## config.mk

```make
export PLATFORM = sky130hd
export DESIGN_NAME = erc_encoder_cmd
export DESIGN_NICKNAME = d
export VERILOG_FILES = /design/src/erc_pkg.sv /design/src/erc_encoder_cmd.sv
export SDC_FILE = /design/constraint.sdc
export NUM_CORES = 1
export LEC_CHECK = 0
export BUFFER_PORTS_ARGS = -buffer_cell sky130_fd_sc_hd__buf_4
export CORE_MARGIN = 4
export CORE_UTILIZATION = 40
export CTS_BUF_LIST = sky130_fd_sc_hd__clkbuf_16
export CTS_CLUSTER_DIAMETER = 30
export DETAILED_ROUTE_END_ITERATION = 8
export SETUP_SLACK_MARGIN = 0.1
export SYNTH_ARGS = -nofsm -noshare
export SYNTH_HDL_FRONTEND = slang
export SYNTH_SLANG_ARGS = --single-unit
```

## constraint.sdc

```tcl
create_clock -name ref_clk -period 5 [get_ports ref_clk]
set_clock_uncertainty 0.15 [all_clocks]
set_input_delay 0.75 -clock ref_clk [delete_from_list [all_inputs] [get_ports ref_clk]]
set_output_delay 0.75 -clock ref_clk [all_outputs]
set_load 0.1 [all_outputs]
```

## src/erc_pkg.sv

```systemverilog
`default_nettype none
package erc_pkg;
   // request codes
   localparam logic [7:0] CODE_POS     = 8'h02;
   localparam logic [7:0] CODE_ERR_RST = 8'hba;
   localparam logic [7:0] CODE_POS_RST = 8'hc2;
   localparam logic [7:0] CODE_MT_RST  = 8'h62;
   localparam logic [7:0] CODE_RD      = 8'hea;
   localparam logic [7:0] CODE_WR      = 8'h32;
   // timing
   localparam int         CLK_MHZ      = 10;
   localparam int         MIN_GAP_US   = 40;
   localparam logic [8:0] MIN_GAP_CYC  = 9'(MIN_GAP_US * CLK_MHZ);
   localparam int         ERR_BUSY_US  = 2000;
   localparam int         ERR_BUSY_DEF = ERR_BUSY_US * CLK_MHZ;
   localparam int         POS_RST_US   = 18000;
   localparam int         POS_RST_DEF  = POS_RST_US * CLK_MHZ;
   localparam logic [3:0] RST_REPEATS  = 4'ha;
   localparam logic [7:0] NV_WR_CYC    = 8'h40;
   // resolution select
   localparam logic [1:0] RES_23       = 2'h0;
   localparam logic [1:0] RES_21       = 2'h1;
   localparam logic [1:0] RES_17       = 2'h2;
   // field positions and nonvolatile layout
   localparam int         SF_PERIOD_BIT = 4;
   localparam int         SF_ALARM_BIT  = 5;
   localparam logic [6:0] OFF_ST_WORD   = 7'h7d;
   localparam logic [6:0] OFF_MT_WORD   = 7'h7b;
   localparam logic [2:0] RSP_POS_LEN   = 3'h6;
   localparam logic [2:0] RSP_NV_LEN    = 3'h4;
   localparam logic [7:0] CRC_INIT      = 8'h00;

   typedef struct packed {
      logic [7:0] code;
      logic [7:0] adf;
      logic [7:0] edf;
      logic [7:0] crc;
   } erc_req_t;

   typedef struct packed {
      logic sync;
      logic period;
      logic mt_supply;
   } erc_fault_t;

   typedef enum logic [1:0] {
      ERC_IDLE = 2'b01,
      ERC_SEND = 2'b10
   } erc_state_t;

   function automatic logic [7:0] erc_crc_byte(input logic [7:0] c_in,
                                               input logic [7:0] b);
      logic [7:0] c;
      logic       inv;
      c = c_in;
      for (int i = 0; i < 8; i++) begin
         inv = b[i] ^ c[7];
         c   = {c[6:0], inv};
      end
      return c;
   endfunction

   // byte 0 sits in the low bits
   function automatic logic [7:0] erc_crc_seq(input logic [39:0] d,
                                              input int n);
      logic [7:0] c;
      c = CRC_INIT;
      for (int i = 0; i < 5; i++) begin
         if (i < n) begin
            c = erc_crc_byte(c, d[8*i +: 8]);
         end
      end
      return c;
   endfunction
endpackage
`default_nettype wire

```

## src/erc_encoder_cmd.sv

```systemverilog
`timescale 1ns/100ps
`default_nettype none
module erc_encoder_cmd
   import erc_pkg::*;
#(
   parameter int ERR_BUSY_CYC = ERR_BUSY_DEF,
   parameter int POS_RST_CYC  = POS_RST_DEF
)(
   // clock, reset, enable
   input  wire logic        ref_clk,
   input  wire logic        rst,
   input  wire logic        ce,
   // decoded request frame
   input  wire logic        req_valid,
   input  wire erc_req_t    req,
   // reply byte stream
   input  wire logic        tx_ready,
   output logic             tx_valid,
   output logic [7:0]       tx_byte,
   output logic             tx_last,
   // sensor side
   input  wire logic [23:0] raw_st,
   input  wire logic [15:0] raw_mt,
   input  wire logic        shaft_still,
   input  wire logic [1:0]  res_sel,
   input  wire erc_fault_t  fault_evt,
   // status
   output erc_fault_t       faults,
   output logic             busy,
   output logic             mem_busy,
   output logic [23:0]      st_pos,
   output logic [15:0]      mt_pos
);

   function automatic logic [23:0] erc_mask(input logic [23:0] p,
                                            input logic [1:0]  s);
      case (s)
         RES_21: return {3'h0, p[20:0]};
         RES_17: return {7'h0, p[16:0]};
         default: return {1'b0, p[22:0]};
      endcase
   endfunction

   erc_state_t  state_ff;
   erc_state_t  nxt_state;
   // nonvolatile array keeps its content through reset
   logic [7:0]  mem_ff [128] = '{default: 8'h00};
   logic [47:0] buf_ff;
   logic [47:0] nxt_buf;
   logic [2:0]  left_ff;
   logic [2:0]  nxt_left;
   logic [3:0]  rep_ff;
   logic [3:0]  nxt_rep;
   logic [7:0]  last_code_ff;
   logic [8:0]  gap_ff;
   logic [17:0] busy_cnt_ff;
   logic [17:0] nxt_busy_cnt;
   logic [7:0]  wr_cnt_ff;
   logic [6:0]  wr_addr_ff;
   logic [7:0]  wr_data_ff;
   erc_fault_t  faults_ff;
   logic        busy_ff;
   logic [23:0] st_pos_ff;
   logic [15:0] mt_pos_ff;
   logic [17:0] busy_run_ff;
   logic        err_mode_ff;

   wire         idle     = (state_ff == ERC_IDLE);
   wire         is_rd    = (req.code == CODE_RD);
   wire         is_wr    = (req.code == CODE_WR);
   wire         is_rst   = (req.code == CODE_ERR_RST) ||
                           (req.code == CODE_POS_RST) ||
                           (req.code == CODE_MT_RST);
   wire         is_pos   = is_rst || (req.code == CODE_POS);
   wire         known    = is_pos || is_rd || is_wr;
   wire [39:0]  rx_body  = {16'h0, req.edf, req.adf, req.code};
   wire [7:0]   rx_crc   = erc_crc_seq(rx_body, is_wr ? 3 : 2);
   wire         crc_ok   = !(is_rd || is_wr) || (rx_crc == req.crc);
   wire         take_raw = ce && req_valid && idle && known;
   wire         take     = take_raw && crc_ok;
   wire         pend     = (wr_cnt_ff != 8'h0);

   wire         same_rst = is_rst && (req.code == last_code_ff) &&
                           (gap_ff >= MIN_GAP_CYC) && (rep_ff != 4'h0);
   assign nxt_rep = same_rst ? 4'(rep_ff + 4'h1) : {3'h0, is_rst};
   wire         fire     = take && is_rst && (nxt_rep == RST_REPEATS);
   wire         fire_err = fire && (req.code != CODE_POS_RST);
   wire         fire_mt  = fire && (req.code == CODE_MT_RST);
   // position reset only with shaft at rest
   wire         fire_pos = fire && (req.code == CODE_POS_RST) &&
                           shaft_still;
   // no new write while one is pending
   wire         wr_acc   = take && is_wr && !pend;

   // zero point read back from stored words
   wire [23:0]  st_off   = {mem_ff[OFF_ST_WORD + 7'h2],
                            mem_ff[OFF_ST_WORD + 7'h1],
                            mem_ff[OFF_ST_WORD]};
   wire [15:0]  mt_off   = {mem_ff[OFF_MT_WORD + 7'h1],
                            mem_ff[OFF_MT_WORD]};
   wire [23:0]  st_rel   = 24'(raw_st - st_off);
   wire [15:0]  mt_rel   = 16'(raw_mt - mt_off);

   wire [7:0]   sf;
   assign sf[3:0]            = 4'h0;
   assign sf[SF_PERIOD_BIT]  = faults_ff.period;
   assign sf[SF_ALARM_BIT]   = busy_ff || faults_ff.sync ||
                               faults_ff.mt_supply;
   assign sf[7:6]            = 2'h0;

   wire [39:0]  pos_body = {st_pos_ff[23:16], st_pos_ff[15:8],
                            st_pos_ff[7:0], sf, req.code};
   // word address above, pending flag in bit 0
   // incoming bit 0 is never used as address
   wire [7:0]   adf_o    = {req.adf[7:1], pend};
   // read during write gives zero data
   wire [7:0]   rd_data  = pend ? 8'h00 : mem_ff[req.adf[7:1]];
   wire [7:0]   nv_data  = is_rd ? rd_data : req.edf;
   wire [39:0]  nv_body  = {16'h0, nv_data, adf_o, req.code};
   wire [7:0]   pos_crc  = erc_crc_seq(pos_body, 5);
   wire [7:0]   nv_crc   = erc_crc_seq(nv_body, 3);

   // reply is latched whole, so later status changes do not tear it
   always_comb begin
      nxt_state = state_ff;
      nxt_buf   = buf_ff;
      nxt_left  = left_ff;
      case (state_ff)
         ERC_IDLE: begin
            if (take && is_pos) begin
               nxt_buf   = {pos_crc, pos_body};
               nxt_left  = RSP_POS_LEN;
               nxt_state = ERC_SEND;
            end else if (take) begin
               nxt_buf   = {16'h0, nv_crc, nv_body[23:0]};
               nxt_left  = RSP_NV_LEN;
               nxt_state = ERC_SEND;
            end
         end
         ERC_SEND: begin
            if (tx_ready) begin
               nxt_buf  = {8'h0, buf_ff[47:8]};
               nxt_left = 3'(left_ff - 3'h1);
               if (left_ff == 3'h1) begin
                  nxt_state = ERC_IDLE;
               end
            end
         end
         default: begin
            nxt_state = ERC_IDLE;
         end
      endcase
   end

   always_ff @(posedge ref_clk) begin
      if (rst) begin
         state_ff <= ERC_IDLE;
         buf_ff   <= 48'h0;
         left_ff  <= 3'h0;
      end else if (ce) begin
         state_ff <= nxt_state;
         buf_ff   <= nxt_buf;
         left_ff  <= nxt_left;
      end
   end

   always_ff @(posedge ref_clk) begin
      if (rst) begin
         rep_ff       <= 4'h0;
         last_code_ff <= 8'h00;
         gap_ff       <= MIN_GAP_CYC;
      end else if (ce) begin
         if (take) begin
            rep_ff       <= fire ? 4'h0 : nxt_rep;
            last_code_ff <= req.code;
            gap_ff       <= 9'h0;
         end else if (gap_ff < MIN_GAP_CYC) begin
            gap_ff <= 9'(gap_ff + 9'h1);
         end
      end
   end

   always_comb begin
      if (fire_pos) begin
         nxt_busy_cnt = 18'(POS_RST_CYC);
      end else if (fire_err) begin
         nxt_busy_cnt = 18'(ERR_BUSY_CYC);
      end else if (busy_cnt_ff != 18'h0) begin
         nxt_busy_cnt = 18'(busy_cnt_ff - 18'h1);
      end else begin
         nxt_busy_cnt = 18'h0;
      end
   end

   wire nxt_busy = (nxt_busy_cnt != 18'h0);

   always_ff @(posedge ref_clk) begin
      if (rst) begin
         busy_cnt_ff <= 18'h0;
         busy_ff     <= 1'b0;
      end else if (ce) begin
         busy_cnt_ff <= nxt_busy_cnt;
         busy_ff     <= nxt_busy;
      end
   end

   always_ff @(posedge ref_clk) begin
      if (rst) begin
         st_pos_ff <= 24'h0;
         mt_pos_ff <= 16'h0;
      end else if (ce) begin
         st_pos_ff <= nxt_busy ? 24'h0 : erc_mask(st_rel, res_sel);
         mt_pos_ff <= nxt_busy ? 16'h0 : mt_rel;
      end
   end

   // clear all latches on error reset or turn reset
   // new events win over the clear
   always_ff @(posedge ref_clk) begin
      if (rst) begin
         faults_ff <= '0;
      end else if (ce) begin
         faults_ff <= (fire_err ? erc_fault_t'(3'h0) : faults_ff) |
                      fault_evt;
      end
   end

   always_ff @(posedge ref_clk) begin
      if (rst) begin
         wr_cnt_ff  <= 8'h0;
         wr_addr_ff <= 7'h0;
         wr_data_ff <= 8'h00;
      end else if (ce) begin
         if (wr_acc) begin
            wr_cnt_ff  <= NV_WR_CYC;
            wr_addr_ff <= req.adf[7:1];
            wr_data_ff <= req.edf;
         end else if (pend) begin
            wr_cnt_ff <= 8'(wr_cnt_ff - 8'h1);
         end
      end
   end

   // store new zero point in nonvolatile words
   always_ff @(posedge ref_clk) begin
      if (ce) begin
         if (wr_cnt_ff == 8'h1) begin
            mem_ff[wr_addr_ff] <= wr_data_ff;
         end
         if (fire_pos) begin
            mem_ff[OFF_ST_WORD]        <= raw_st[7:0];
            mem_ff[OFF_ST_WORD + 7'h1] <= raw_st[15:8];
            mem_ff[OFF_ST_WORD + 7'h2] <= raw_st[23:16];
         end
         if (fire_pos || fire_mt) begin
            mem_ff[OFF_MT_WORD]        <= raw_mt[7:0];
            mem_ff[OFF_MT_WORD + 7'h1] <= raw_mt[15:8];
         end
      end
   end

   // helper: length of the current busy stretch
   always_ff @(posedge ref_clk) begin
      if (rst) begin
         busy_run_ff <= 18'h0;
         err_mode_ff <= 1'b0;
      end else if (ce) begin
         if (fire) begin
            busy_run_ff <= 18'h1;
            err_mode_ff <= !fire_pos;
         end else if (nxt_busy) begin
            busy_run_ff <= 18'(busy_run_ff + 18'h1);
         end else begin
            busy_run_ff <= 18'h0;
         end
      end
   end

   assign tx_valid = (state_ff == ERC_SEND);
   assign tx_byte  = buf_ff[7:0];
   assign tx_last  = tx_valid && (left_ff == 3'h1);
   assign faults   = faults_ff;
   assign busy     = busy_ff;
   assign mem_busy = pend;
   assign st_pos   = st_pos_ff;
   assign mt_pos   = mt_pos_ff;

   a_crc_drop: assert property (
      @(posedge ref_clk) disable iff (rst)
      (take_raw && !crc_ok) |=> (state_ff == ERC_IDLE))
      else $error("bad check byte was answered");

   a_err_busy_len: assert property (
      @(posedge ref_clk) disable iff (rst)
      (err_mode_ff && busy_ff) |-> (busy_run_ff <= 18'(ERR_BUSY_CYC)))
      else $error("error reset busy too long");

   a_pos_busy_len: assert property (
      @(posedge ref_clk) disable iff (rst)
      busy_ff |-> (busy_run_ff <= 18'(POS_RST_CYC)))
      else $error("position reset busy too long");

   a_pos_zero: assert property (
      @(posedge ref_clk) disable iff (rst)
      fire_pos |=> (st_off == $past(raw_st)) && (mt_off == $past(raw_mt)))
      else $error("position reset did not zero counts");

   a_mt_clear: assert property (
      @(posedge ref_clk) disable iff (rst)
      (fire_mt && (fault_evt == 3'h0)) |=>
         (faults_ff == 3'h0) && $stable(st_off) && busy_ff)
      else $error("turn reset wrong");

   a_err_keep: assert property (
      @(posedge ref_clk) disable iff (rst)
      (fire_err && !fire_mt) |=> $stable(st_off) && $stable(mt_off))
      else $error("errors reset touched position");

   a_rd_pend: assert property (
      @(posedge ref_clk) disable iff (rst)
      (take && is_rd && pend) |=>
         buf_ff[8] && (buf_ff[23:16] == 8'h00) && (left_ff == RSP_NV_LEN))
      else $error("read during write answered wrongly");

   a_wr_ignore: assert property (
      @(posedge ref_clk) disable iff (rst)
      (take && is_wr && pend) |=> $stable(wr_addr_ff) && $stable(wr_data_ff))
      else $error("write during write was taken");

   a_res_mask: assert property (
      @(posedge ref_clk) disable iff (rst)
      ($past(ce) && ($past(res_sel) == RES_17)) |-> (st_pos_ff[23:17] == 7'h0))
      else $error("bits above resolution set");

   a_rep_restart: assert property (
      @(posedge ref_clk) disable iff (rst)
      (take && is_rst && (gap_ff < MIN_GAP_CYC)) |=> (rep_ff == 4'h1))
      else $error("repeat count not restarted");

   a_pos_reply: assert property (
      @(posedge ref_clk) disable iff (rst)
      (take && (req.code == CODE_POS)) |=>
         tx_valid && (left_ff == RSP_POS_LEN) && (tx_byte == CODE_POS))
      else $error("position reply malformed");

endmodule
`default_nettype wire

```

==> results of run 1 <==
==> flip-flops by register name (all words and copies together), names as in the netlist <==
register,flops
left_ff,3
faults,3
buf_ff,48
wr_data_ff,8
busy,1
rep_ff,4
st_pos,23
mt_pos,16
state_ff,2
mem_ff,1024
gap_ff,9
wr_cnt_ff,8
wr_addr_ff,7
busy_cnt_ff,18
last_code_ff,8
==> worst reg2reg max path, stage by stage, from the launching register on <==
cell	delay (ns)
dfxtp_1	0.35
ha_1	0.27
and4b_1	0.23
o311ai_0	0.48
a2111oi_0	0.14
buf_4	0.17
nand4_1	0.17
or2_2	0.39
o41a_1	0.79
o21ai_0	0.69
==> metrics by stage <==
stage / cells / hold slack, ns / cell area, sq um / setup slack (ns)
2_1_floorplan: 3292 / 0.2788 / 50450 / 0.7183
6_report: 5495 / 0.05097 / 63020 / 0.6952
5_1_grt: 5495 / 0.03753 / 63020 / 0.4072
3_3_place_gp: 5025 / 0.2899 / 53990 / 0.4283
3_5_place_dp: 5025 / 0.2962 / 53990 / 0.3763
4_1_cts: 5495 / 0.0008593 / 63020 / 0.6211
==> cell type report <==
type	count	share of cell area [%]
inverters	78	0.4646
repair buffers	279	3.566
well taps	1650	3.276
clock inverters	189	3.163
clock buffers	281	11.16
flip-flops and latches	1182	53.86
multi-input cells	1836	24.51
==> worst max path at each step <==
stage	from	slack [ns]	cells past startpoint	end
2_1_floorplan	req[26]	0.72	12	mem_ff[123][0]
3_3_place_gp	req[24]	0.43	9	mem_ff[123][5]
3_5_place_dp	req[24]	0.38	9	mem_ff[124][6]
4_1_cts	rep_ff[0]	0.62	9	mem_ff[124][6]
5_1_grt	rep_ff[0]	0.41	9	mem_ff[124][6]
6_report	rep_ff[0]	0.70	9	mem_ff[123][5]
==> logic make-up (layout without fill, tap and decap cells) <==
group / Yosys count / after routing
XOR/XNOR: 97 / 97
buffers and inverters: 274 / 827
flip-flops: 1182 / 1182
other: 1 / 1
adder cells (fa/ha/maj): 51 / 51
AND/OR/NAND/NOR: 796 / 796
multiplexers: 382 / 382
AO/OA/AOI/OAI: 509 / 509
==> per-layer routing <==
metal / up-vias / track usage [%] / part of all wire, %
met1: 15850 / 28.73 / 42
met4: 0 / 7.870 / 3.2
met5: - / 0 / 0
li1: 13750 / - / -
met3: 270 / 4.043 / 7.0
met2: 1298 / 33.62 / 48
==> power by group <==
| part | internal [mW] | total (mW) | switching, mW |
|---|---|---|---|
| sequential | 10.7 | 10.9 | 0.157 |
| combinational | 0.788 | 2.28 | 1.49 |
| clock | 12.0 | 17.4 | 5.40 |
==> layout by cell type, fill, tap and decap left out, drive strengths merged, types with 16 or more instances in the layout <==
| master | n |
|---|---|
| o21ai | 68 |
| nor3 | 48 |
| mux2 | 16 |
| mux4 | 202 |
| ha | 49 |
| nand3 | 74 |
| and2 | 16 |
| nor2 | 248 |
| a211oi | 26 |
| clkbuf | 281 |
| nor2b | 49 |
| or3 | 23 |
| a41oi | 17 |
| a221oi | 43 |
| bufinv | 36 |
| clkinvlp | 24 |
| clkinv | 79 |
| a22o | 70 |
| and3 | 22 |
| buf | 279 |
| nor4 | 22 |
| a21oi | 102 |
| xor2 | 31 |
| edfxtp | 1024 |
| mux2i | 164 |
| inv | 128 |
| a22oi | 57 |
| xnor2 | 61 |
| dfxtp | 158 |
| nand2 | 218 |
==> summary.md, run 1 <==
| Metric | Value |
|---|---|
| Status | `finished clean` |
| Synth Flop Type | `edfxtp_1` |
| Post-Synth Adder-Cell Area | `1.295%` |
| Hold Path Origin | `fault_evt[2]` |
| WP data arrival | `4.53 ns` |
| Initial antenna violation count | `4` |
| Largest family of logic cells by synthesized area | `multiplexers` |
| WL/cell | `25.39 um` |
| Post-synth EDFFs | `1024` |
| CP delay by family, top | `compound AO/OA/AOI/OAI gates` |
| Final nets | `3785` |
| Die width | `363.1 um` |
| Final min period | `4.305 ns` |
| Worst Path Buf+Inv | `1` |
| Post-synthesis xor/xnor area fraction | `1.823%` |
| Synthesized net count | `3426` |
| Final Core Density | `50.25%` |
| RePlAce Congestion | `0.8689` |
| Largest cells by area after synthesis | `edfxtp_1 61%, mux4_2 9.0%, dfxtp_1 6.3%` |
| Drt total wl | `139500 um` |
| Tcrit/Tclk final | `86.10%` |
| Crit-path cells | `ha_1, and4b_1, o311ai_0, a2111oi_0, buf_4, nand4_1, or2_2, o41a_1, o21ai_0` |
| Crit path kind | `reg -> reg` |
| Synth Area in Simple Gates | `7.436%` |
| Slew of the pin with the lowest slew margin | `1.139 ns` |
| First-pass GRT wire length | `207500 um` |
| Worst setup SP type | `register` |
| Buffers on Ports | `136` |
| Number of max-cap violations | `0` |
| Crit path max fanout | `14` |
| Ratio of cells with drive above 1 in the final layout | `24.45%` |
| H-Tree Depth | `5` |
| Post-CTS Setup Repair Bufs | `0` |
| Syn-to-layout area delta | `24.93%` |
| Synthesized flop and latch total | `1182` |
| Cts repair resizes | `0` |
| RSZ-0062 raised after global routing | `false` |
| Final ANT Viol Nets | `0` |
| Setup-failing EPs final | `0` |
| Clock Latency Late Sink | `0.85 ns` |
| Commonest cells post-synth | `1024 x edfxtp_1, 248 x nor2_1, 218 x nand2_1, 202 x mux4_2, 164 x mux2i_1` |
| DRC errors left | `0` |
| DR vias/cell | `5.671` |
| Layout fillers | `10290` |
| GRT overflow | `0` |
| Hold Fails Final Rpt | `0` |
| Chip Height | `363.1 um` |
| Mapped Area | `50440 sq um` |
| Largest net degree at the start of global routing | `89` |
| CTS hold repair buffers | `0` |
| Cell taking the most area after synthesis | `edfxtp_1` |
| Total core area | `125400 sq um` |
| DR iter-0 viols | `2898` |
| Worst r2r src | `rep_ff[0]` |
| Leakage | `19.65 nW` |
| Asr flop ratio synth | `0%` |
| Register area | `33940 sq um` |
| Share of the synthesized area in the top cell type | `60.96%` |
| Power density over the cells | `484.3 nW/um^2` |
| CTS clk-pin slew, worst paths | `0.04 ns` |
| Rows | `130` |
| Hold path cells | `3` |
| Reg2Reg Setup Slack | `0.70 ns` |
| Worst VDD drop | `0.2503 mV` |
| Pwr Total | `30.52 mW` |
| DR vias | `31160` |
| Root buf cell | `clkbuf_16` |
| Post-synthesis mux area share | `12.69%` |
| Die Area | `131900 sq um` |
| End of the worst hold path | `faults[2]` |
| CTS buffer count | `274` |
| Syn. warnings | `0` |
| Bufs on Longest Clock Path | `4` |
| Worst rel slew slack | `23.23%` |
| All-Layer GR Usage | `21.04%` |
| Count leader, synth | `edfxtp_1` |
| Max stage delay cell, worst path | `o41a_1` |
| Vias in the first global route | `31130` |
| Area of the multi-input gates | `15440 sq um` |
| Worst min-delay path class | `in -> reg` |
| Clk sink count | `1182` |
| R2R cell count | `9` |
| Mapped Avg Cell Area | `15.32 sq um` |
| Worst EP required | `5.23 ns` |
| Fin Setup TNS | `0 ns` |
| Library cells used by synthesis | `78` |
| CTS tree | `done` |
| Post-DP HPWL | `89860 um` |
| Drt pass-1 iters | `6` |
| CP endpoint kind | `register` |
| Starting Density | `40.22%` |
| Sequential-to-total area share from yosys stat | `67.23%` |
| Final slew viol count | `0` |
| Num ports | `138` |
| Mapped Cells | `3292` |
| Highest cell delay on the worst timing path | `0.79 ns` |
| Synth Area in Compound Gates | `7.265%` |
| Max Fclk | `232.3 MHz` |
| Antenna fix cells | `0` |
| FF-to-FF End | `mem_ff[123][5]` |
Note: power is estimated with default switching activity, not from simulation.
==> inputs of run 2 (changes only) <==
--- a/config.mk
+++ b/config.mk
@@ -7,10 +7,11 @@
 export LEC_CHECK = 0
 export BUFFER_PORTS_ARGS = -buffer_cell sky130_fd_sc_hd__buf_4
 export CORE_MARGIN = 4
-export CORE_UTILIZATION = 40
+export CORE_UTILIZATION = 60
 export CTS_BUF_LIST = sky130_fd_sc_hd__clkbuf_16
 export CTS_CLUSTER_DIAMETER = 30
 export DETAILED_ROUTE_END_ITERATION = 8
+export PLACE_DENSITY = 0.77
 export SETUP_SLACK_MARGIN = 0.1
 export SYNTH_ARGS = -nofsm -noshare
 export SYNTH_HDL_FRONTEND = slang
==> run 2 against run 1 <==
Against the previous run: clock power down 18%; design area fell by 4.4%; global-route usage increased by 10 points; via count is 3.8% higher; combinational power about the same; wire length fell by 0.18%; register-to-register slack lost 0.38 ns; total power shrank 10%; first-iteration DRC count up 42%.
==> summary.md, run 2 (same netlist as run 1, synthesis figures left out) <==
| Metric | Value |
|---|---|
| FF-to-FF End | `mem_ff[124][4]` |
| CTS tree | `done` |
| DRC errors left | `0` |
| Crit. Startpoint | `rep_ff[0]` |
| Setup-failing EPs final | `0` |
| Met2 usage | `51.00%` |
| Die Area | `88770 sq um` |
| Cts repair resizes | `0` |
| Worst rel slew slack | `20.24%` |
| Initial antenna violation count | `0` |
| R2R cell count | `9` |
| WP data arrival | `4.88 ns` |
| DR vias | `32340` |
| Power density over the cells | `454.4 nW/um^2` |
| WL/cell | `28.92 um` |
| Final slew viol count | `0` |
| Final min period | `4.688 ns` |
| RSZ-0062 raised after global routing | `false` |
| H-Tree Depth | `4` |
| CTS clk-pin slew, worst paths | `0.05 ns` |
| Worst VDD drop | `0.4568 mV` |
| Syn-to-layout area delta | `19.45%` |
| Crit path max fanout | `14` |
| Worst min-delay path class | `in -> reg` |
| Leakage | `18.56 nW` |
| Pwr Total | `27.38 mW` |
| GR Util met1 | `40.12%` |
| All-Layer GR Usage | `31.37%` |
| First-pass GRT wire length | `209400 um` |
| Drt total wl | `139300 um` |
| Largest register FFs | `1024` |
| Post-DP HPWL | `83550 um` |
| Reg2Reg Setup Slack | `0.31 ns` |
| Worst setup SP type | `register` |
| Bufs on Longest Clock Path | `3` |
| DR vias/cell | `6.716` |
| CP endpoint kind | `register` |
| RePlAce Congestion | `0.9149` |
| Hold slack | `0.1015 ns` |
| Drt pass-1 iters | `8` |
| Die width | `298.0 um` |
| Fin Setup TNS | `0 ns` |
| Post-CTS Setup Repair Bufs | `0` |
| Tcrit/Tclk final | `93.75%` |
| Rows | `106` |
| Chip Height | `298.0 um` |
| Slew of the pin with the lowest slew margin | `1.194 ns` |
| Setup crit end | `mem_ff[124][4]` |
| Worst EP required | `5.19 ns` |
| Num ports | `138` |
| Ratio of cells with drive above 1 in the final layout | `22.99%` |
| Met3 Usage GRT | `7.076%` |
| Total core area | `83560 sq um` |
| Commonest non-fill, non-tap cell in the layout | `edfxtp_1` |
| Number of max-cap violations | `0` |
| Root buf cell | `clkbuf_16` |
| Post-Layout Cell Count | `4816` |
| Clk sink count | `1182` |
| Final nets | `3693` |
| Hold Fails Final Rpt | `0` |
| Clock Latency Late Sink | `0.82 ns` |
| GRT overflow | `0` |
| Buffers on Ports | `136` |
| Crit path kind | `reg -> reg` |
| Final Cell Area | `60250 sq um` |
| Largest net degree at the start of global routing | `106` |
| DR iter-0 viols | `4119` |
| Starting Density | `60.37%` |
| Final ANT Viol Nets | `0` |
| Post-DP Area | `53030 sq um` |
| CTS buffer count | `204` |
| Commonest non-fill, non-tap cells in the layout | `1024 x edfxtp_1, 250 x buf_4, 245 x nor2_1, 218 x nand2_1, 206 x clkbuf_16` |
| Biggest register | `mem_ff` |
| Busiest grt layer | `met2` |
| CTS hold repair buffers | `0` |
| Worst r2r src | `rep_ff[0]` |
| Max Fclk | `213.3 MHz` |
| # placed instances | `4433` |
| Status | `finished clean` |
| Antenna fix cells | `0` |
| Vias in the first global route | `32900` |
==> run 2: cell count changes in the layout (fill, tap and decap cells not counted), sizes merged <==
cell / change
clkinv: +4
bufinv: -12
clkbuf: -75
buf: -22
clkinvlp: -2
inv: -2
==> run 2: worst min-delay path by stage <==
stage                          start             end  cells past startpoint
final                     raw_st[16]  mem_ff[127][0]                      3
after global routing      raw_st[16]  mem_ff[127][0]                      3
after CTS                 raw_st[16]  mem_ff[127][0]                      3
after detailed placement  buf_ff[39]      buf_ff[39]                      2
after global placement    buf_ff[46]      buf_ff[46]                      2
after floorplan           buf_ff[39]      buf_ff[39]                      2
==> run 2: through the flow <==
step / utilization, % / setup slack, ns
3_3_place_gp: 63.47 / 0.5297
4_1_cts: 72.11 / 0.3710
5_1_grt: 72.11 / 0.1286
6_report: 72.11 / 0.3124
3_5_place_dp: 63.47 / 0.4157
2_1_floorplan: - / 0.7183
==> run 2: routing by layer <==
metal,wire length [um],share of wire (%)
met5,0,0
met4,7841,5.6
met3,14920,11
met2,67550,49
met1,48940,35
==> run 2: where the power goes <==
part / switching, mW / leakage [nW] / internal, mW / total, mW
clock: 5.34 / 3.53 / 8.95 / 14.3
combinational: 1.49 / 6.48 / 0.768 / 2.25
sequential: 0.160 / 8.55 / 10.7 / 10.8
total: 6.99 / 18.6 / 20.4 / 27.4
==> run 2: worst max-delay path, cell delays in order (launching register included) <==
cell       delay [ns]
dfxtp_1          0.37
ha_1             0.28
and4b_1          0.26
o311ai_0         0.74
a2111oi_0        0.19
buf_4            0.20
nand4_1          0.15
or2_2            0.38
o41a_1           0.83
o21ai_0          0.69
==> run 2: layout make-up <==
class | instances | area, sq um
Sequential cell | 1182 | 33940
Fill cell | 4877 | 23300
Clock inverter | 177 | 2068
Tap cell | 1080 | 1351
Clock buffer | 206 | 5155
Multi-Input combinational cell | 1836 | 15440
Timing Repair Buffer | 257 | 2007
Inverter | 78 | 292.8
